**config.mk**
```make
export PLATFORM = sky130hd
export DESIGN_NAME = fbbu_top
export DESIGN_NICKNAME = d
export VERILOG_FILES = /design/src/design/fbbu_pkg.sv /design/src/design/fbbu_top.sv
export VERILOG_INCLUDE_DIRS = /design/src /design/src/design
export SDC_FILE = /design/constraint.sdc
export NUM_CORES = 1
export LEC_CHECK = 0
export BUFFER_PORTS_ARGS = -buffer_cell sky130_fd_sc_hd__buf_2
export CORE_MARGIN = 1
export CORE_UTILIZATION = 57
export CTS_CLUSTER_SIZE = 12
export DETAILED_ROUTE_END_ITERATION = 8
export GPL_TIMING_DRIVEN = 0
export PLACE_DENSITY = 0.95
export SYNTH_ARGS = -nofsm -noshare
export SYNTH_HDL_FRONTEND = slang
export SYNTH_SLANG_ARGS = --single-unit
export TNS_END_PERCENT = 30
```
**constraint.sdc**
```tcl
create_clock -name mclk -period 5.5 [get_ports mclk]
set_clock_uncertainty 0.05 [all_clocks]
set_input_delay 0.275 -clock mclk [delete_from_list [all_inputs] [get_ports mclk]]
set_output_delay 0.275 -clock mclk [all_outputs]
set_load 0.02 [all_outputs]
```
**src/design/fbbu_defines.svh**
```systemverilog
/*
 * constants of the flag, bit and branch unit: bus offsets, status flag
 * positions, reset values and cycle counts.
 * assumes an 8-bit status flag register and a word-addressed program counter.
 */
`ifndef FBBU_DEFINES_SVH
`define FBBU_DEFINES_SVH

// ---------------------------------------------------------------
// status flag positions
// ---------------------------------------------------------------
`define FBBU_FLAG_C 3'h0
`define FBBU_FLAG_Z 3'h1
`define FBBU_FLAG_N 3'h2
`define FBBU_FLAG_V 3'h3
`define FBBU_FLAG_S 3'h4
`define FBBU_FLAG_H 3'h5
`define FBBU_FLAG_T 3'h6
`define FBBU_FLAG_I 3'h7

// ---------------------------------------------------------------
// bus register offsets (byte addresses, low 12 bits decoded)
// ---------------------------------------------------------------
`define FBBU_OFS_FLAGS 12'h000
`define FBBU_OFS_PC 12'h004
`define FBBU_OFS_CTRL 12'h008
`define FBBU_OFS_STATE 12'h00C

// ---------------------------------------------------------------
// reset values and field positions
// ---------------------------------------------------------------
`define FBBU_FLAGS_RST 8'h00
`define FBBU_PC_RST 16'h0000
`define FBBU_CTRL_RST 1'h1
`define FBBU_CTRL_EN_BIT 0

// ---------------------------------------------------------------
// cycle counts
// ---------------------------------------------------------------
`define FBBU_CYC_SHORT 2'h1
`define FBBU_CYC_LONG 2'h2

`endif

```
**src/design/fbbu_pkg.sv**
```systemverilog
/*
 * types of the flag, bit and branch unit: operation codes and states.
 * assumes the instruction decoder drives one of these codes per request.
 */
package fbbu_pkg;

   // ---------------------------------------------------------------
   // operations handed over by the decoder
   // ---------------------------------------------------------------
   typedef enum logic [4:0] {
      OP_NONE = 5'h00,
      OP_BRANCH_TRANSFER_FLAG_CLEAR = 5'h01,
      OP_BRANCH_OVERFLOW_FLAG_ONE = 5'h02,
      OP_BRANCH_OVERFLOW_FLAG_ZERO = 5'h03,
      OP_BRANCH_IRQ_ENABLED = 5'h04,
      OP_BRANCH_IRQ_DISABLED = 5'h05,
      OP_IO_BIT_FORCE_ONE = 5'h06,
      OP_IO_BIT_FORCE_ZERO = 5'h07,
      OP_LEFT_ROTATE_VIA_CARRY = 5'h08,
      OP_RIGHT_ROTATE_VIA_CARRY = 5'h09,
      OP_GENERIC_FLAG_FORCE_ONE = 5'h0A,
      OP_GENERIC_FLAG_FORCE_ZERO = 5'h0B,
      OP_REG_BIT_TO_TRANSFER_FLAG = 5'h0C,
      OP_TRANSFER_FLAG_TO_REG_BIT = 5'h0D,
      OP_CARRY_FORCE_ONE = 5'h0E,
      OP_CARRY_FORCE_ZERO = 5'h0F,
      OP_NEGATIVE_FORCE_ONE = 5'h10,
      OP_NEGATIVE_FORCE_ZERO = 5'h11,
      OP_ZERO_FLAG_FORCE_ONE = 5'h12,
      OP_ZERO_FLAG_FORCE_ZERO = 5'h13,
      OP_GLOBAL_IRQ_ON = 5'h14,
      OP_GLOBAL_IRQ_OFF = 5'h15,
      OP_SIGN_FLAG_FORCE_ONE = 5'h16,
      OP_SIGN_FLAG_FORCE_ZERO = 5'h17,
      OP_OVERFLOW_FORCE_ONE = 5'h18,
      OP_OVERFLOW_FORCE_ZERO = 5'h19
   } fbbu_op_t;

   // ---------------------------------------------------------------
   // sequencer states, gray along idle -> second
   // ---------------------------------------------------------------
   typedef enum logic [1:0] {
      ST_IDLE = 2'h0,
      ST_SECOND = 2'h1
   } fbbu_state_t;

endpackage

```
**src/design/fbbu_top.sv**
```systemverilog
/*
 * flag, bit and branch execution unit with an ahb-lite register slave.
 * assumes one decoder request per op_valid while op_ready is high, operands
 * stable in that cycle, and io read data valid in the same cycle as io_rd_en.
 */
// Implementation choices: the register addresses and the AHB-Lite slave port.
`timescale 1ns/1ps
`include "fbbu_defines.svh"

module fbbu_top (
   // clock and reset
   input wire logic mclk,
   input wire logic rst_n,
   // decoder request
   input wire logic op_valid,
   input wire logic [4:0] op_code,
   input wire logic [6:0] op_offset,
   input wire logic [2:0] op_bit,
   input wire logic [4:0] op_io_addr,
   input wire logic [7:0] op_reg_data,
   output logic op_ready,
   output logic op_done,
   // register file write
   output logic reg_wr_en,
   output logic [7:0] reg_wr_data,
   // io space
   output logic io_rd_en,
   output logic io_wr_en,
   output logic [4:0] io_addr,
   output logic [7:0] io_wdata,
   input wire logic [7:0] io_rdata,
   // core state
   output logic [7:0] status_flags_register,
   output logic [15:0] pc,
   // ahb-lite slave
   input wire logic hsel,
   input wire logic [31:0] haddr,
   input wire logic [1:0] htrans,
   input wire logic hwrite,
   input wire logic [2:0] hsize,
   input wire logic [31:0] hwdata,
   input wire logic hready,
   output logic hreadyout,
   output logic hresp,
   output logic [31:0] hrdata
);

   // ---------------------------------------------------------------
   // helpers
   // ---------------------------------------------------------------
   // branch condition of a branch op against the current flags
   function automatic logic br_cond(input fbbu_pkg::fbbu_op_t op, input logic [7:0] f);
      logic c;
      c = 1'b0;
      case (op)
         fbbu_pkg::OP_BRANCH_TRANSFER_FLAG_CLEAR: c = ~f[`FBBU_FLAG_T];
         fbbu_pkg::OP_BRANCH_OVERFLOW_FLAG_ONE: c = f[`FBBU_FLAG_V];
         fbbu_pkg::OP_BRANCH_OVERFLOW_FLAG_ZERO: c = ~f[`FBBU_FLAG_V];
         fbbu_pkg::OP_BRANCH_IRQ_ENABLED: c = f[`FBBU_FLAG_I];
         fbbu_pkg::OP_BRANCH_IRQ_DISABLED: c = ~f[`FBBU_FLAG_I];
         default: c = 1'b0;
      endcase
      return c;
   endfunction

   function automatic logic is_branch(input fbbu_pkg::fbbu_op_t op);
      return op inside {fbbu_pkg::OP_BRANCH_TRANSFER_FLAG_CLEAR,
         fbbu_pkg::OP_BRANCH_OVERFLOW_FLAG_ONE, fbbu_pkg::OP_BRANCH_OVERFLOW_FLAG_ZERO,
         fbbu_pkg::OP_BRANCH_IRQ_ENABLED, fbbu_pkg::OP_BRANCH_IRQ_DISABLED};
   endfunction

   function automatic logic is_io(input fbbu_pkg::fbbu_op_t op);
      return op inside {fbbu_pkg::OP_IO_BIT_FORCE_ONE, fbbu_pkg::OP_IO_BIT_FORCE_ZERO};
   endfunction

   // signed relative target: pc + offset + 1
   function automatic logic [15:0] br_target(input logic [15:0] p, input logic [6:0] k);
      return p + {{9{k[6]}}, k} + 16'h0001;
   endfunction

   // ---------------------------------------------------------------
   // declarations
   // ---------------------------------------------------------------
   fbbu_pkg::fbbu_state_t state_q;
   fbbu_pkg::fbbu_op_t op_in;
   fbbu_pkg::fbbu_op_t op_q;
   logic [6:0] off_q;
   logic [2:0] bit_q;
   logic [7:0] flags_q;
   logic [7:0] flags_d;
   logic flag_upd;
   logic [15:0] pc_q;
   logic ready_q;
   logic done_q;
   logic accept;
   logic long_op;
   logic [7:0] rot_res;
   logic rot_c;
   logic ctrl_en_q;
   logic wr_pend_q;
   logic [11:0] wr_addr_q;
   logic bus_wr;
   logic bus_flags_wr;
   logic reg_wr_en_q;
   logic [7:0] reg_wr_data_q;
   logic io_rd_en_q;
   logic io_wr_en_q;
   logic [4:0] io_addr_q;
   logic [7:0] io_wdata_q;
   logic [31:0] hrdata_q;

   assign op_in = fbbu_pkg::fbbu_op_t'(op_code);
   assign accept = op_valid && ready_q;
   // two-cycle ops: taken branches and io bit writes
   assign long_op = (is_branch(op_in) && br_cond(op_in, flags_q)) || is_io(op_in);
   assign bus_wr = wr_pend_q && hready;

   // ---------------------------------------------------------------
   // rotate and flag datapath
   // ---------------------------------------------------------------
   // single-cycle ops settle here; instruction updates win over bus writes
   always_comb
   begin
      flags_d = flags_q;
      flag_upd = 1'b0;
      rot_res = 8'h00;
      rot_c = 1'b0;
      if (op_in == fbbu_pkg::OP_LEFT_ROTATE_VIA_CARRY)
      begin
         rot_res = {op_reg_data[6:0], flags_q[`FBBU_FLAG_C]};
         rot_c = op_reg_data[7];
      end
      else
      begin
         rot_res = {flags_q[`FBBU_FLAG_C], op_reg_data[7:1]};
         rot_c = op_reg_data[0];
      end
      if (accept)
      begin
         flag_upd = 1'b1;
         case (op_in)
            fbbu_pkg::OP_LEFT_ROTATE_VIA_CARRY, fbbu_pkg::OP_RIGHT_ROTATE_VIA_CARRY:
            begin
               flags_d[`FBBU_FLAG_Z] = (rot_res == 8'h00);
               flags_d[`FBBU_FLAG_C] = rot_c;
               flags_d[`FBBU_FLAG_N] = rot_res[7];
               flags_d[`FBBU_FLAG_V] = rot_res[7] ^ rot_c;
            end
            fbbu_pkg::OP_REG_BIT_TO_TRANSFER_FLAG:
               flags_d[`FBBU_FLAG_T] = op_reg_data[op_bit];
            fbbu_pkg::OP_GENERIC_FLAG_FORCE_ONE: flags_d[op_bit] = 1'b1;
            fbbu_pkg::OP_GENERIC_FLAG_FORCE_ZERO: flags_d[op_bit] = 1'b0;
            fbbu_pkg::OP_CARRY_FORCE_ONE: flags_d[`FBBU_FLAG_C] = 1'b1;
            fbbu_pkg::OP_CARRY_FORCE_ZERO: flags_d[`FBBU_FLAG_C] = 1'b0;
            fbbu_pkg::OP_NEGATIVE_FORCE_ONE: flags_d[`FBBU_FLAG_N] = 1'b1;
            fbbu_pkg::OP_NEGATIVE_FORCE_ZERO: flags_d[`FBBU_FLAG_N] = 1'b0;
            fbbu_pkg::OP_ZERO_FLAG_FORCE_ONE: flags_d[`FBBU_FLAG_Z] = 1'b1;
            fbbu_pkg::OP_ZERO_FLAG_FORCE_ZERO: flags_d[`FBBU_FLAG_Z] = 1'b0;
            fbbu_pkg::OP_GLOBAL_IRQ_ON: flags_d[`FBBU_FLAG_I] = 1'b1;
            fbbu_pkg::OP_GLOBAL_IRQ_OFF: flags_d[`FBBU_FLAG_I] = 1'b0;
            fbbu_pkg::OP_SIGN_FLAG_FORCE_ONE: flags_d[`FBBU_FLAG_S] = 1'b1;
            fbbu_pkg::OP_SIGN_FLAG_FORCE_ZERO: flags_d[`FBBU_FLAG_S] = 1'b0;
            fbbu_pkg::OP_OVERFLOW_FORCE_ONE: flags_d[`FBBU_FLAG_V] = 1'b1;
            fbbu_pkg::OP_OVERFLOW_FORCE_ZERO: flags_d[`FBBU_FLAG_V] = 1'b0;
            default: flag_upd = 1'b0; // branches, io and bit load keep flags
         endcase
      end
   end

   assign bus_flags_wr = bus_wr && (wr_addr_q == `FBBU_OFS_FLAGS) && !flag_upd;

   // status flags: the instruction path has priority over software
   always_ff @(posedge mclk)
   begin
      if (!rst_n)
         flags_q <= `FBBU_FLAGS_RST;
      else if (flag_upd)
         flags_q <= flags_d;
      else if (bus_flags_wr)
         flags_q <= hwdata[7:0];
   end

   // ---------------------------------------------------------------
   // sequencer
   // ---------------------------------------------------------------
   // a long op holds ready low for exactly one extra cycle
   always_ff @(posedge mclk)
   begin
      if (!rst_n)
      begin
         state_q <= fbbu_pkg::ST_IDLE;
         ready_q <= 1'b0;
         done_q <= 1'b0;
         op_q <= fbbu_pkg::OP_NONE;
         off_q <= 7'h00;
         bit_q <= 3'h0;
      end
      else
      begin
         done_q <= 1'b0;
         case (state_q)
            fbbu_pkg::ST_IDLE:
            begin
               ready_q <= ctrl_en_q;
               if (accept)
               begin
                  op_q <= op_in;
                  off_q <= op_offset;
                  bit_q <= op_bit;
                  if (long_op)
                  begin
                     state_q <= fbbu_pkg::ST_SECOND;
                     ready_q <= 1'b0;
                  end
                  else
                     done_q <= 1'b1;
               end
            end
            fbbu_pkg::ST_SECOND:
            begin
               state_q <= fbbu_pkg::ST_IDLE;
               ready_q <= ctrl_en_q;
               done_q <= 1'b1;
            end
            default: state_q <= fbbu_pkg::ST_IDLE;
         endcase
      end
   end

   // program counter: taken branches land in the second cycle
   always_ff @(posedge mclk)
   begin
      if (!rst_n)
         pc_q <= `FBBU_PC_RST;
      else if (state_q == fbbu_pkg::ST_SECOND)
         pc_q <= is_branch(op_q) ? br_target(pc_q, off_q) : pc_q + 16'h0001;
      else if (accept && !long_op)
         pc_q <= pc_q + 16'h0001;
      else if (bus_wr && (wr_addr_q == `FBBU_OFS_PC) && state_q == fbbu_pkg::ST_IDLE)
         pc_q <= hwdata[15:0];
   end

   // ---------------------------------------------------------------
   // register file and io side effects
   // ---------------------------------------------------------------
   always_ff @(posedge mclk)
   begin
      if (!rst_n)
      begin
         reg_wr_en_q <= 1'b0;
         reg_wr_data_q <= 8'h00;
      end
      else
      begin
         reg_wr_en_q <= 1'b0;
         if (accept && (op_in == fbbu_pkg::OP_LEFT_ROTATE_VIA_CARRY ||
            op_in == fbbu_pkg::OP_RIGHT_ROTATE_VIA_CARRY))
         begin
            reg_wr_en_q <= 1'b1;
            reg_wr_data_q <= rot_res;
         end
         else if (accept && op_in == fbbu_pkg::OP_TRANSFER_FLAG_TO_REG_BIT)
         begin
            reg_wr_en_q <= 1'b1;
            reg_wr_data_q <= op_reg_data;
            reg_wr_data_q[op_bit] <= flags_q[`FBBU_FLAG_T];
         end
      end
   end

   // io bit ops: read in the first cycle, modified write in the second
   always_ff @(posedge mclk)
   begin
      if (!rst_n)
      begin
         io_rd_en_q <= 1'b0;
         io_wr_en_q <= 1'b0;
         io_addr_q <= 5'h00;
         io_wdata_q <= 8'h00;
      end
      else
      begin
         io_rd_en_q <= 1'b0;
         io_wr_en_q <= 1'b0;
         if (accept && is_io(op_in))
         begin
            io_rd_en_q <= 1'b1;
            io_addr_q <= op_io_addr;
         end
         else if (state_q == fbbu_pkg::ST_SECOND && is_io(op_q))
         begin
            io_wr_en_q <= 1'b1;
            io_wdata_q <= io_rdata;
            io_wdata_q[bit_q] <= (op_q == fbbu_pkg::OP_IO_BIT_FORCE_ONE);
         end
      end
   end

   // ---------------------------------------------------------------
   // ahb-lite slave, zero wait states
   // ---------------------------------------------------------------
   // read data is fetched in the address phase so hrdata comes from a flop
   always_ff @(posedge mclk)
   begin
      if (!rst_n)
      begin
         wr_pend_q <= 1'b0;
         wr_addr_q <= 12'h000;
         hrdata_q <= 32'h00000000;
         ctrl_en_q <= `FBBU_CTRL_RST;
      end
      else
      begin
         if (bus_wr && wr_addr_q == `FBBU_OFS_CTRL)
            ctrl_en_q <= hwdata[`FBBU_CTRL_EN_BIT];
         if (hready)
         begin
            wr_pend_q <= hsel && htrans[1] && hwrite;
            wr_addr_q <= haddr[11:0];
            hrdata_q <= 32'h00000000;
            if (hsel && htrans[1] && !hwrite)
            begin
               if (haddr[11:0] == `FBBU_OFS_FLAGS)
                  hrdata_q <= {24'h000000, flags_q};
               else if (haddr[11:0] == `FBBU_OFS_PC)
                  hrdata_q <= {16'h0000, pc_q};
               else if (haddr[11:0] == `FBBU_OFS_CTRL)
                  hrdata_q <= {31'h00000000, ctrl_en_q};
               else if (haddr[11:0] == `FBBU_OFS_STATE)
                  hrdata_q <= {24'h000000, op_q, 1'b0, state_q};
            end
         end
      end
   end

   assign hreadyout = 1'b1; // constant: never stalls
   assign hresp = 1'b0;
   assign hrdata = hrdata_q;
   assign op_ready = ready_q;
   assign op_done = done_q;
   assign reg_wr_en = reg_wr_en_q;
   assign reg_wr_data = reg_wr_data_q;
   assign io_rd_en = io_rd_en_q;
   assign io_wr_en = io_wr_en_q;
   assign io_addr = io_addr_q;
   assign io_wdata = io_wdata_q;
   assign status_flags_register = flags_q;
   assign pc = pc_q;

   // ---------------------------------------------------------------
   // assertions
   // ---------------------------------------------------------------
   tclr_branch_a: assert property (@(posedge mclk) disable iff (!rst_n)
      accept && op_in == fbbu_pkg::OP_BRANCH_TRANSFER_FLAG_CLEAR && !flags_q[`FBBU_FLAG_T]
      |=> !done_q ##1 done_q && pc_q == br_target($past(pc_q, 2), $past(op_offset, 2)))
      else $error("transfer-clear branch target or timing wrong");

   ovf_branch_a: assert property (@(posedge mclk) disable iff (!rst_n)
      accept && op_in == fbbu_pkg::OP_BRANCH_OVERFLOW_FLAG_ONE && !flags_q[`FBBU_FLAG_V]
      && !bus_wr |=> done_q && pc_q == $past(pc_q) + 16'h0001 && $stable(flags_q))
      else $error("overflow branch not-taken path wrong");

   irq_branch_a: assert property (@(posedge mclk) disable iff (!rst_n)
      accept && op_in == fbbu_pkg::OP_BRANCH_IRQ_ENABLED && flags_q[`FBBU_FLAG_I]
      |=> state_q == fbbu_pkg::ST_SECOND ##1 done_q)
      else $error("interrupt branch did not take two cycles");

   io_set_a: assert property (@(posedge mclk) disable iff (!rst_n)
      accept && op_in == fbbu_pkg::OP_IO_BIT_FORCE_ONE |=> io_rd_en_q
      ##1 io_wr_en_q && io_wdata_q[$past(op_bit, 2)] && done_q)
      else $error("io bit force one wrong");

   io_clr_a: assert property (@(posedge mclk) disable iff (!rst_n)
      accept && op_in == fbbu_pkg::OP_IO_BIT_FORCE_ZERO && !bus_wr ##1 !bus_wr
      |=> io_wr_en_q && !io_wdata_q[$past(op_bit, 2)] && $stable(flags_q))
      else $error("io bit force zero wrong");

   rot_left_a: assert property (@(posedge mclk) disable iff (!rst_n)
      accept && op_in == fbbu_pkg::OP_LEFT_ROTATE_VIA_CARRY |=> reg_wr_en_q
      && reg_wr_data_q == {$past(op_reg_data[6:0]), $past(flags_q[`FBBU_FLAG_C])}
      && flags_q[`FBBU_FLAG_C] == $past(op_reg_data[7]))
      else $error("left rotate result wrong");

   rot_right_a: assert property (@(posedge mclk) disable iff (!rst_n)
      accept && op_in == fbbu_pkg::OP_RIGHT_ROTATE_VIA_CARRY |=>
      reg_wr_data_q == {$past(flags_q[`FBBU_FLAG_C]), $past(op_reg_data[7:1])}
      && flags_q[`FBBU_FLAG_C] == $past(op_reg_data[0])
      && flags_q[`FBBU_FLAG_V] == (flags_q[`FBBU_FLAG_N] ^ flags_q[`FBBU_FLAG_C]))
      else $error("right rotate result wrong");

   bit_store_a: assert property (@(posedge mclk) disable iff (!rst_n)
      accept && op_in == fbbu_pkg::OP_REG_BIT_TO_TRANSFER_FLAG |=>
      flags_q[`FBBU_FLAG_T] == $past(op_reg_data[op_bit])
      && flags_q[5:0] == $past(flags_q[5:0]) && !reg_wr_en_q)
      else $error("bit store wrong");

   bit_load_a: assert property (@(posedge mclk) disable iff (!rst_n)
      accept && op_in == fbbu_pkg::OP_TRANSFER_FLAG_TO_REG_BIT && !bus_wr |=>
      reg_wr_en_q && reg_wr_data_q[$past(op_bit)] == flags_q[`FBBU_FLAG_T] && $stable(flags_q))
      else $error("bit load wrong");

   sign_force_a: assert property (@(posedge mclk) disable iff (!rst_n)
      accept && op_in == fbbu_pkg::OP_SIGN_FLAG_FORCE_ONE |=> flags_q[`FBBU_FLAG_S]
      && (flags_q ^ $past(flags_q)) inside {8'h00, 8'h10} && done_q)
      else $error("sign force touched other flags");

   ovf_force_a: assert property (@(posedge mclk) disable iff (!rst_n)
      accept && op_in == fbbu_pkg::OP_OVERFLOW_FORCE_ZERO |=> !flags_q[`FBBU_FLAG_V]
      && (flags_q ^ $past(flags_q)) inside {8'h00, 8'h08})
      else $error("overflow force touched other flags");

   generic_flag_a: assert property (@(posedge mclk) disable iff (!rst_n)
      accept && op_in == fbbu_pkg::OP_GENERIC_FLAG_FORCE_ZERO |=>
      flags_q == ($past(flags_q) & ~(8'h01 << $past(op_bit))) && done_q)
      else $error("generic flag clear wrong");

endmodule

```
# ---- Word-level counts from Yosys, hierarchy flattened
# Cells that the tools add are included.
dict set report word_totals {
  register_bits 112
  output_inout_bits 84
}
dict set report classes {
  add_sub_neg 3
  order_cmp 4
  n_eq_ne 46
  muxes 45
  n_bitwise 9
  n_reduce_logical 50
}
# cell count
set ops {}
lappend ops {{$mux W16} 7}
lappend ops {{$mux W8} 8}
lappend ops {{$eq A5 B5 Y1 const B} 10}
lappend ops {{$eq A5 B3 Y1 const B} 8}
lappend ops {{$eq A5 B4 Y1 const B} 8}
lappend ops {{$eq A12 B4 Y1 const B} 3}
lappend ops {{$add A16 B1 Y16 const B} 2}
lappend ops {{$pmux W1 S5} 5}
lappend ops {{$eq A12 B3 Y1 const B} 2}
lappend ops {{$logic_not A12 Y1} 2}
lappend ops {{$ne A6 B1 Y1 const B} 4}
lappend ops {{$reduce_and A3 Y1} 8}
lappend ops {{$eq A5 B2 Y1 const B} 4}
lappend ops {{$logic_and A1 B1 Y1} 18}
lappend ops {{$reduce_or A17 Y1} 1}
lappend ops {{$add A16 B16 Y16} 1}
lappend ops {{$bwmux W8} 2}
lappend ops {{$mux W1} 14}
lappend ops {{$eq A5 B1 Y1 const B} 2}
lappend ops {{$ne A5 B1 Y1 const B} 2}
lappend ops {{$reduce_bool A2 Y1} 5}
lappend ops {{$reduce_bool A5 Y1} 2}
lappend ops {{$and A8 B8 Y8} 1}
lappend ops {{$logic_not A8 Y1} 1}
lappend ops {{other kinds (20)} 37}

# ---- Longest topological paths before layout
# Gate-level depths: netlist of the first run.
dict set report depth {
  word_depth 9
  depth_mapped 10
}

# ---- Worst setup path after synthesis of the first run
# OpenSTA, ideal clock, no wires.
dict set report synth_path {
  path_type {reg2reg}
  from {reg pc_q[2] (netlist: pc[2])}
  to {reg pc_q[13] (netlist: pc[13])}
  setup_time_ps 132
  arrival_time_ps 2339
  required_ps 5318
  path_slack_ps 2980
  stages_incl_launch_ff 9
  path_buffers 0
  period_less_slack_ps 2520
  path_cell_list {dfxtp_1 -> ha_1 -> o21ai_1 -> a21oi_1 -> or4_1 -> a31o_2 -> a311oi_2 -> mux2i_1 -> a21oi_1}
}
dict set report synth_between {
  elab_chain_cells 4
}
# element line_no
set synth_rtl {}
lappend synth_rtl {{from (decl)} fbbu_top.sv:92} ;# logic [15:0] pc_q;
lappend synth_rtl {{from (signal assigned)} fbbu_top.sv:234} ;# pc_q <= `FBBU_PC_RST;
lappend synth_rtl {{from (signal assigned)} fbbu_top.sv:236} ;# pc_q <= is_branch(op_q) ? br_target(pc_q, off_q) : pc_q + 16'h0001;
lappend synth_rtl {{from (signal assigned)} fbbu_top.sv:238} ;# pc_q <= pc_q + 16'h0001;
lappend synth_rtl {{$add A16 B16 Y16} fbbu_top.sv:78} ;# return p + {{9{k[6]}}, k} + 16'h0001;
lappend synth_rtl {{$add A16 B1 Y16} fbbu_top.sv:78}
lappend synth_rtl {{$mux W16} fbbu_top.sv:236}
lappend synth_rtl {{$mux W16 *} fbbu_top.sv:235} ;# else if (state_q == fbbu_pkg::ST_SECOND)
# Every way passes the cells marked *; elsewhere a longest branch is shown, timed or not.
# A chain may end at the register's enable or synchronous reset.

# ---- Final worst setup path of the first run
dict set report layout_path {
  from {reg off_q[6]}
  to {reg pc_q[13] (netlist: pc[13])}
}
dict set report layout_between {
  elab_chain_cells 4
}
# element line_no
set layout_rtl {}
lappend layout_rtl {{from (decl)} fbbu_top.sv:87} ;# logic [6:0] off_q;
lappend layout_rtl {{from (signal assigned)} fbbu_top.sv:208} ;# off_q <= op_offset;
lappend layout_rtl {{$add A16 B16 Y16} fbbu_top.sv:78}
lappend layout_rtl {{$add A16 B1 Y16} fbbu_top.sv:78}
lappend layout_rtl {{$mux W16} fbbu_top.sv:236}
lappend layout_rtl {{$mux W16} fbbu_top.sv:235}
# Every way passes these cells.

==> results_dict.tcl, run 1 <==
set metrics [dict create \
    cts_sinks 96 \
    synth-xor-area-share_pct 3.67 \
    num_vias 7112 \
    die_h_um 108 \
    grt_pass1_wl_mm 31.7 \
    drive_gt1_share_pct 21.7 \
    antenna_found_initial 0 \
    timing.rr.end "pc[13]" \
    worst_ir_drop_vdd_mv 0.179 \
    required_ps 5670 \
    grt_pass1_vias 6449 \
    setup_viol 0 \
    clockBufferDepth 2 \
    reg2regPathDepth 7 \
    ys_warn_count 0 \
    max_slew_margin_pct 45.5 \
    synth_compound_area_share_pct 22.4 \
    grt_max_degree 17 \
    n_fill_cell 876 \
    drtIter0Drc 740 \
    post-dp-hpwl_mm 15.0 \
    rsz0062_at_grt "false" \
    initial_utilization_pct 58.9 \
    row_count 38 \
    wl_per_cell_um 18.0 \
    route.detailed.drc 0 \
    syn_area_um2 6440 \
    coreArea_um2 10900 \
    finalHoldViolCount 0 \
    syn_inst 819 \
    regToRegStartpoint "off_q[6]" \
    synth_top_area_share_pct 29.8 \
    ctsHoldBuffers 0 \
    critPathLaunchType "flop" \
    synth_top_family_by_area "simple AND/OR/NAND/NOR gates" \
    hp-start "op_io_addr[2]" \
    synthFlopType "dfxtp_1" \
    area_delta_synth_final_pct 18.5 \
    critPathMaxFanout 12 \
    diodes 0 \
    cts_resized 0 \
    fin_nets 1106 \
    layout_common_cells "141 x buf_2, 109 x nor2_1, 96 x dfxtp_1" \
    hold_depth 3 \
    post-cts-setup-buffers 0 \
    die-width_um 108 \
    hp-class "in2reg" \
    globalRouteTotalUtil_pct 34.6 \
    hold_ws_ps 102 \
    gp_congestion 0.989 \
    h-tree-depth 3 \
    numCtsBuffers 9 \
    dieArea_um2 11700 \
    worstSkewPairLatency_ps 350 \
    cellLeakagePower_uw 0.00335 \
    p_per_area_nw_per_um2 226 \
    synth_adder_area_share_pct 3.42 \
    slew_viol_final 0 \
    whs_endpoint "io_addr[2]" \
    ant_nets 0 \
    wirelength_mm 20.2 \
    io_pins 195 \
    final_cells 1122 \
    ys_ff_latch 96 \
    crit_arrival_ps 3030 \
    worstMarginPinSlew_ps 817 \
    path_clk_slew_ps 70 \
    root_buffer "clkbuf_16" \
    fin_ws_ps 2640 \
    r2r_slack_ps 2640 \
    cap_violations 0 \
    muxShareOfSynthArea_pct 10.1 \
    dr.pass1.iters 7 \
    status "completed" \
    synth_top_cell_by_area "dfxtp_1" \
    end_kind "flop" \
    cts_tree "yes" \
    synth_area_leaders "dfxtp_1 30%, mux2i_1 7.3%, nor2_1 6.4%" \
    dp_cells 1107 \
    io_buffers 132 \
    mostFrequentLayoutCell "buf_2" \
    fmax_mhz 350 \
    tns_ps 0 \
    overflow 0 \
    vias_per_cell 6.34 \
    path_class "reg2reg" \
    syn_area_per_cell_um2 7.87 \
    ys_async_sr_fraction_pct 0 \
    ys_seq_area_share_pct 29.8 \
    synthDistinctLibCells 77 \
    synth_simple_gate_area_share_pct 24.3 \
    post-place-ws_ps 2680 \
    synth_edf_count 0 \
    fin_crit_sh_pct 52.0 \
    timing.final.crit_period_ps 2860 \
]
metrics by stage:
stage | power [uW] | instance area (um2) | utilization [%]
after global routing | 1780 | 7630 | 69.8
after global placement | 1080 | 7340 | 67.1
after CTS | 1710 | 7630 | 69.8
final | 1720 | 7630 | 69.8
after detailed placement | 1080 | 7340 | 67.1
after floorplan | 978 | 6500 | -
cells in the mapped netlist (9+ instances only):
cell type,number
a22oi_1,15
nand3_1,14
xnor2_1,11
clkbuf_1,36
nand2b_1,16
nor3_1,20
o21ai_0,28
nand2_1,85
nor2_1,109
a211oi_1,20
buf_4,21
inv_1,12
dfxtp_1,96
buf_2,9
mux2i_1,47
a21oi_1,81
a31oi_1,13
nand4_1,10
mux2_2,10
ha_1,16
nor2b_1,13
xor2_1,16
sequential cells by signal (all words and copies together) (netlist names), 3 cells and up, named ones only:
name and count:
reg_wr_data 8, op_q 5, wr_addr_q 12, pc 16
off_q 7, io_wdata 8, bit_q 3, io_addr 5
status_flags_register 7, hrdata 16
critical path, cell delays in order, from the launching register on:
cell and delay, ps:
dfxtp_1 670, ha_1 400, a21o_1 200, or4_1 410
a31o_2 280, a311oi_2 330, mux2i_1 290, a21oi_1 90
area by class of cell:
| cell class | instances | area (um2) | area share, % |
|---|---|---|---|
| clock buffers | 9 | 225 | 2.95 |
| inverters | 13 | 48.8 | 0.639 |
| clock inverters | 6 | 70.1 | 0.918 |
| well taps | 140 | 175 | 2.29 |
| multi-input cells | 658 | 4190 | 54.8 |
| plain buffers | 68 | 345 | 4.52 |
| repair buffers | 132 | 661 | 8.65 |
| flip-flops and latches | 96 | 1920 | 25.2 |
kinds of logic (layout without fill, tap and decap cells):
group                      Yosys count  in the layout
and+or+nand+nor                    315            315
AOI/OAI and AO/OA                  221            221
DFF                                 96             96
buffers and inverters               81            228
muxes                               60             60
xor gates and xnor gates            27             27
adders and majority gates           17             17
other                                2             18
worst max path at each step:
| stage | end | depth (start not counted) | start |
|---|---|---|---|
| 3_3_place_gp | pc[11] | 7 | off_q[6] |
| 2_1_floorplan | pc[13] | 8 | pc[2] |
| 4_1_cts | pc[13] | 7 | off_q[6] |
| 6_report | pc[13] | 7 | off_q[6] |
| 3_5_place_dp | pc[13] | 7 | off_q[6] |
| 5_1_grt | pc[12] | 10 | pc[0] |
per-layer routing:
layer	share of wire, %	vias up	global-route usage (%)
met1	38	3248	44.1
li1	-	3261	-
met2	45	486	55.3
met5	0	-	0
met3	12	117	7.11
met4	5.3	0	17.5
where the power goes:
| group | internal (uW) | switching (uW) |
|---|---|---|
| Clock | 353 | 286 |
| Sequential | 716 | 33.0 |
| Combinational | 127 | 208 |
| Total | 1200 | 526 |
(Power assumes the default switching activity.)
==> run 2, diff against run 1 <==
--- a/config.mk
+++ b/config.mk
@@ -6,13 +6,14 @@
 export SDC_FILE = /design/constraint.sdc
 export NUM_CORES = 1
 export LEC_CHECK = 0
+export ABC_AREA = 1
 export BUFFER_PORTS_ARGS = -buffer_cell sky130_fd_sc_hd__buf_2
 export CORE_MARGIN = 1
-export CORE_UTILIZATION = 57
+export CORE_UTILIZATION = 53
 export CTS_CLUSTER_SIZE = 12
 export DETAILED_ROUTE_END_ITERATION = 8
 export GPL_TIMING_DRIVEN = 0
-export PLACE_DENSITY = 0.95
+export PLACE_DENSITY = 0.93
 export SYNTH_ARGS = -nofsm -noshare
 export SYNTH_HDL_FRONTEND = slang
 export SYNTH_SLANG_ARGS = --single-unit
==> constraint.sdc (replaced) <==
create_clock -name mclk -period 2.7 [get_ports mclk]
set_clock_uncertainty 0.05 [all_clocks]
set_input_delay 0.135 -clock mclk [delete_from_list [all_inputs] [get_ports mclk]]
set_output_delay 0.135 -clock mclk [all_outputs]
set_load 0.02 [all_outputs]
==> results_dict.tcl, run 2 <==
set metrics [dict create \
    drtIter0Drc 1037 \
    hold_ws_ps 18.1 \
    multiInputGateArea_um2 4090 \
    synth_top_area_share_pct 28.5 \
    die_h_um 115 \
    crit_start "pc[0]" \
    max_slew_margin_pct 44.2 \
    path_depth 15 \
    crit_path_max_incr_delay_ps 410 \
    cp_top_family "simple AND/OR/NAND/NOR gates" \
    root_buffer "clkbuf_16" \
    synth_area_leaders "dfxtp_1 29%, nand2_1 15%, nand3_1 7.9%" \
    status "completed" \
    syn_area_per_cell_um2 6.15 \
    dieArea_um2 13200 \
    die-width_um 115 \
    path_class "reg2reg" \
    cap_violations 0 \
    overflow 0 \
    num_vias 8322 \
    path_buf_inv 3 \
    numCtsBuffers 9 \
    regToRegStartpoint "pc[0]" \
    critPathLaunchType "flop" \
    syn_inst 1096 \
    post-dp-hpwl_mm 17.1 \
    cts_sinks 96 \
    end_kind "flop" \
    route.detailed.drc 0 \
    synth_top_cell_by_area "dfxtp_1" \
    crit_slowest_cell "dfxtp_2" \
    area_delta_synth_final_pct 21.4 \
    rsz0062_at_grt "false" \
    worstSkewPairLatency_ps 360 \
    mostFrequentLayoutCell "nand2_1" \
    required_ps 2900 \
    use_met3_pct 8.17 \
    initial_utilization_pct 55.2 \
    synth_edf_count 0 \
    reg2regPathDepth 15 \
    antenna_found_initial 1 \
    ys_warn_count 0 \
    finalHoldViolCount 0 \
    crit_arrival_ps 2660 \
    syn_area_um2 6740 \
    ys_async_sr_fraction_pct 0 \
    use_met2_pct 59.5 \
    yosys-top-cells-count "269 x nand2_1, 124 x nor2_1, 120 x inv_1" \
    crit_end "pc[14]" \
    top_usage_layer "met2" \
    drive_gt1_share_pct 17.3 \
    crit_top_cell "nand3_1" \
    coreArea_um2 12200 \
    vias_per_cell 5.74 \
    tns_ps 0 \
    register_area_um2 1920 \
    post-cts-setup-buffers 0 \
    slew_viol_final 0 \
    gp_congestion 1.03 \
    clockBufferDepth 2 \
    critPathMaxFanout 6 \
    layout_common_cells "269 x nand2_1, 143 x buf_2, 124 x nor2_1" \
    ys_seq_area_share_pct 28.5 \
    r2r_slack_ps 250 \
    dr.pass1.iters 7 \
    power_uw 3790 \
    hp-class "in2reg" \
    grt_pass1_wl_mm 37.2 \
    ys_ff_latch 96 \
    cts_tree "yes" \
    worstMarginPinSlew_ps 831 \
    fin_crit_sh_pct 90.8 \
    row_count 40 \
    final_area_um2 8190 \
    n_fill_cell 1121 \
    worstPathCellList "inv_1, ha_1, fa_1, inv_1, nand3_1, nand2_1, nand3_1, nand2_1, nand3_1, nand3_1, nand3_1, nand2_1, nand3_1, nand2_1, inv_1" \
    setup_viol 0 \
    grt_max_degree 18 \
    synthDistinctLibCells 44 \
    timing.final.crit_period_ps 2450 \
    worst_ir_drop_vdd_mv 0.357 \
    wl_per_cell_um 16.3 \
    cellLeakagePower_uw 0.00411 \
    path_clk_slew_ps 80 \
    io_pins 195 \
    timing.rr.end "pc[14]" \
    synth_most_common_cell "nand2_1" \
    hold_depth 3 \
    use_met1_pct 43.3 \
    wirelength_mm 23.7 \
    h-tree-depth 3 \
    globalRouteTotalUtil_pct 36.2 \
    fmax_mhz 408 \
    synthFlopType "dfxtp_1" \
    place_area_um2 7680 \
    ant_nets 0 \
    io_buffers 134 \
    fin_nets 1404 \
    grt_pass1_vias 7569 \
    p_per_area_nw_per_um2 463 \
]
-- run 2: cell types whose count changed after synthesis, moves of 16 or more --
cell,before,now
nand2_1,85,269
inv_1,12,120
nand3_1,14,106
o21ai_0,28,92
mux2i_1,47,0
a211oi_1,20,0
clkbuf_1,36,20
nand2b_1,16,0
nor3_1,20,4
-- run 2: cell type report --
type	count	area share, %
Multi-Input combinational cell	831	49.9
Sequential cell	96	23.5
Timing Repair Buffer	153	10.5
Inverter	132	6.05
Buffer	53	3.67
Clock buffer	10	2.80
Tap cell	168	2.57
Clock inverter	6	0.932
Antenna cell	2	0.0611
-- run 2: through the flow --
step | setup WS [ps] | utilization [%] | std cells
floorplan | 473 | - | 1112
global placement | 301 | 62.9 | 1414
detailed placement | 228 | 62.9 | 1414
CTS | 209 | 67.0 | 1449
global route | 85.1 | 67.0 | 1450
finish | 248 | 67.0 | 1451
-- run 2: how the worst min path moves through the flow --
stage             startpoint           end  slack, ps
5_1_grt               hwrite     wr_pend_q         50
3_3_place_gp   op_io_addr[2]    io_addr[2]        280
2_1_floorplan  op_io_addr[0]    io_addr[0]        190
3_5_place_dp   op_io_addr[0]    io_addr[0]        290
4_1_cts             haddr[7]  wr_addr_q[7]         10
6_report        op_offset[1]      off_q[1]         20
-- run 2: kinds of logic after synthesis --
logic type,synth area share (%)
flip-flops,28.5
AO/OA/AOI/OAI,19.1
adder cells (fa/ha/maj),3.27
XOR/XNOR,1.95
AND/OR/NAND/NOR,35.3
other,0.111
buffers and inverters,11.8
-- run 2: where the power goes --
group,internal [uW],switching (uW),total [uW]
clock network,734,611,1340
logic,299,575,874
registers,1480,90.9,1570
-- run 2: worst min-delay path, delay by kind of cell --
family	cells	cell delay [ps]
AOI/OAI and AO/OA	2	170
buffers and inverters	1	80
-- run 2: per-layer routing --
layer	routed length, um	vias to the layer above
met5	0	-
met4	1360	0
met3	2540	125
met2	10900	610
met1	8910	3649
li1	-	3938
-- run 2: timing repair --
item	4_1_cts	5_1_grt
setup endpoints to repair	0	1
hold buffers	19	0
endpoints found under the hold margin	19	0
gates resized for setup	0	1
==> run 3, diff against run 2 <==
==> constraint.sdc (replaced) <==
create_clock -name mclk -period 2.7 [get_ports mclk]
set_clock_uncertainty 0.05 [all_clocks]
set_input_delay 0.27 -clock mclk [delete_from_list [all_inputs] [get_ports mclk]]
set_output_delay 0.27 -clock mclk [all_outputs]
set_load 0.02 [all_outputs]
==> results_dict.tcl, run 3 (synthesis gave the netlist of run 2 again) <==
set metrics [dict create \
    critPathLaunchType "flop" \
    numCtsBuffers 9 \
    clockBufferDepth 2 \
    fin_crit_sh_pct 91.6 \
    hp-class "in2reg" \
    worst_ir_drop_vdd_mv 0.355 \
    h-tree-depth 3 \
    path_class "reg2reg" \
    grt_max_degree 18 \
    status "completed" \
    drive_gt1_share_pct 17.6 \
    die-width_um 115 \
    crit_arrival_ps 2660 \
    dr.pass1.iters 6 \
    p_per_area_nw_per_um2 468 \
    root_buffer "clkbuf_16" \
    post-dp-hpwl_mm 17.1 \
    num_vias 8123 \
    fmax_mhz 404 \
    reg2regPathDepth 15 \
    n_fill_cell 1165 \
    power_uw 3740 \
    max_slew_margin_pct 40.9 \
    end_kind "flop" \
    hp-start "op_io_addr[1]" \
    row_count 40 \
    cts_tree "yes" \
    drtIter0Drc 1001 \
    grt_pass1_vias 7293 \
    slew_viol_final 0 \
    die_h_um 115 \
    globalRouteTotalUtil_pct 34.8 \
    coreArea_um2 12200 \
    mostFrequentLayoutCell "nand2_1" \
    wl_per_cell_um 15.8 \
    layout_common_cells "269 x nand2_1, 143 x buf_2, 124 x nor2_1" \
    io_pins 195 \
    whs_endpoint "io_addr[1]" \
    path_clk_slew_ps 80 \
    cellLeakagePower_uw 0.00404 \
    initial_utilization_pct 55.2 \
    fin_nets 1385 \
    final_util_pct 65.5 \
    antenna_found_initial 1 \
    timing.rr.end "pc[6]" \
    setup_viol 0 \
    grt_pass1_wl_mm 35.8 \
    r2r_slack_ps 230 \
    hold_depth 3 \
    io_buffers 134 \
    tns_ps 0 \
    worstSkewPairLatency_ps 350 \
    route.detailed.drc 0 \
    regToRegStartpoint "pc[0]" \
    required_ps 2890 \
    vias_per_cell 5.68 \
    critPathMaxFanout 6 \
    gp_congestion 1.03 \
    overflow 0 \
    timing.final.crit_period_ps 2470 \
    rsz0062_at_grt "false" \
    worstMarginPinSlew_ps 880 \
    area_delta_synth_final_pct 18.5 \
    cts_sinks 96 \
    post-cts-setup-buffers 0 \
    ant_nets 0 \
    finalHoldViolCount 0 \
    dieArea_um2 13200 \
    wirelength_mm 22.7 \
    cap_violations 0 \
]
-- run 3: cell count changes in the layout (fill, tap and decap cells not counted), sizes merged --
cell         change
dlygate4sd3     -19
diode            -1
-- run 3: timing repair --
item                       4_1_cts  5_1_grt
gates resized for setup          0        1
hold buffers                     0        0
setup endpoints to repair        0        1
-- run 3: worst max-delay path by stage --
| stage | start | to | slack (ps) | depth (start not counted) |
|---|---|---|---|---|
| after global placement | pc[0] | pc[14] | 300 | 15 |
| final | pc[0] | pc[6] | 230 | 15 |
| after detailed placement | pc[0] | pc[14] | 230 | 15 |
| after CTS | pc[0] | pc[14] | 210 | 15 |
| after global routing | pc[0] | pc[14] | 80 | 15 |
| after floorplan | pc[0] | pc[14] | 470 | 15 |
-- run 3: worst max-delay path, cell delays in order, from the launching register on --
cell and delay (ps):
dfxtp_2 410, inv_1 120, ha_1 250, fa_1 360, inv_1 100, nand3_1 90
nand2_1 160, nand3_1 110, nand2_1 140, a21oi_1 80, o21ai_0 120, nand2_1 80
nand2_1 70, nand3_1 90, nand2_1 80, inv_1 60
-- run 3: cell type report --
cell class / instances / area, um2 / share of cell area [%]
buffer: 53 / 300 / 3.76
inverter: 132 / 495 / 6.20
tap: 168 / 210 / 2.63
clock buffer: 10 / 229 / 2.86
sequential: 96 / 1920 / 24.1
multi-input combinational: 831 / 4090 / 51.1
antenna: 1 / 2.50 / 0.0313
clock inverter: 6 / 76.3 / 0.955
timing repair buffer: 134 / 671 / 8.39
-- run 3: where the power goes --
part	internal, uW	switching [uW]	leakage (uW)
Sequential	1480	91.0	0.000784
Clock	734	598	0.000143
Combinational	281	562	0.00311
Total	2490	1250	0.00404
-- run 3: metal layers --
layer  routed length [um]  track usage, %
met5                    0               0
met4                 1180            18.9
met3                 2510            7.01
met2                10400            58.1
met1                 8520            42.2
-- run 3: per-stage QoR --
stage	setup WS, ps	hold slack, ps	std cells	area (um2)
after global placement	301	403	1414	7680
after floorplan	473	323	1112	6800
final	226	65.3	1431	7990
after CTS	209	62.7	1430	7990
after global routing	84.9	68.3	1431	7990
after detailed placement	228	403	1414	7680
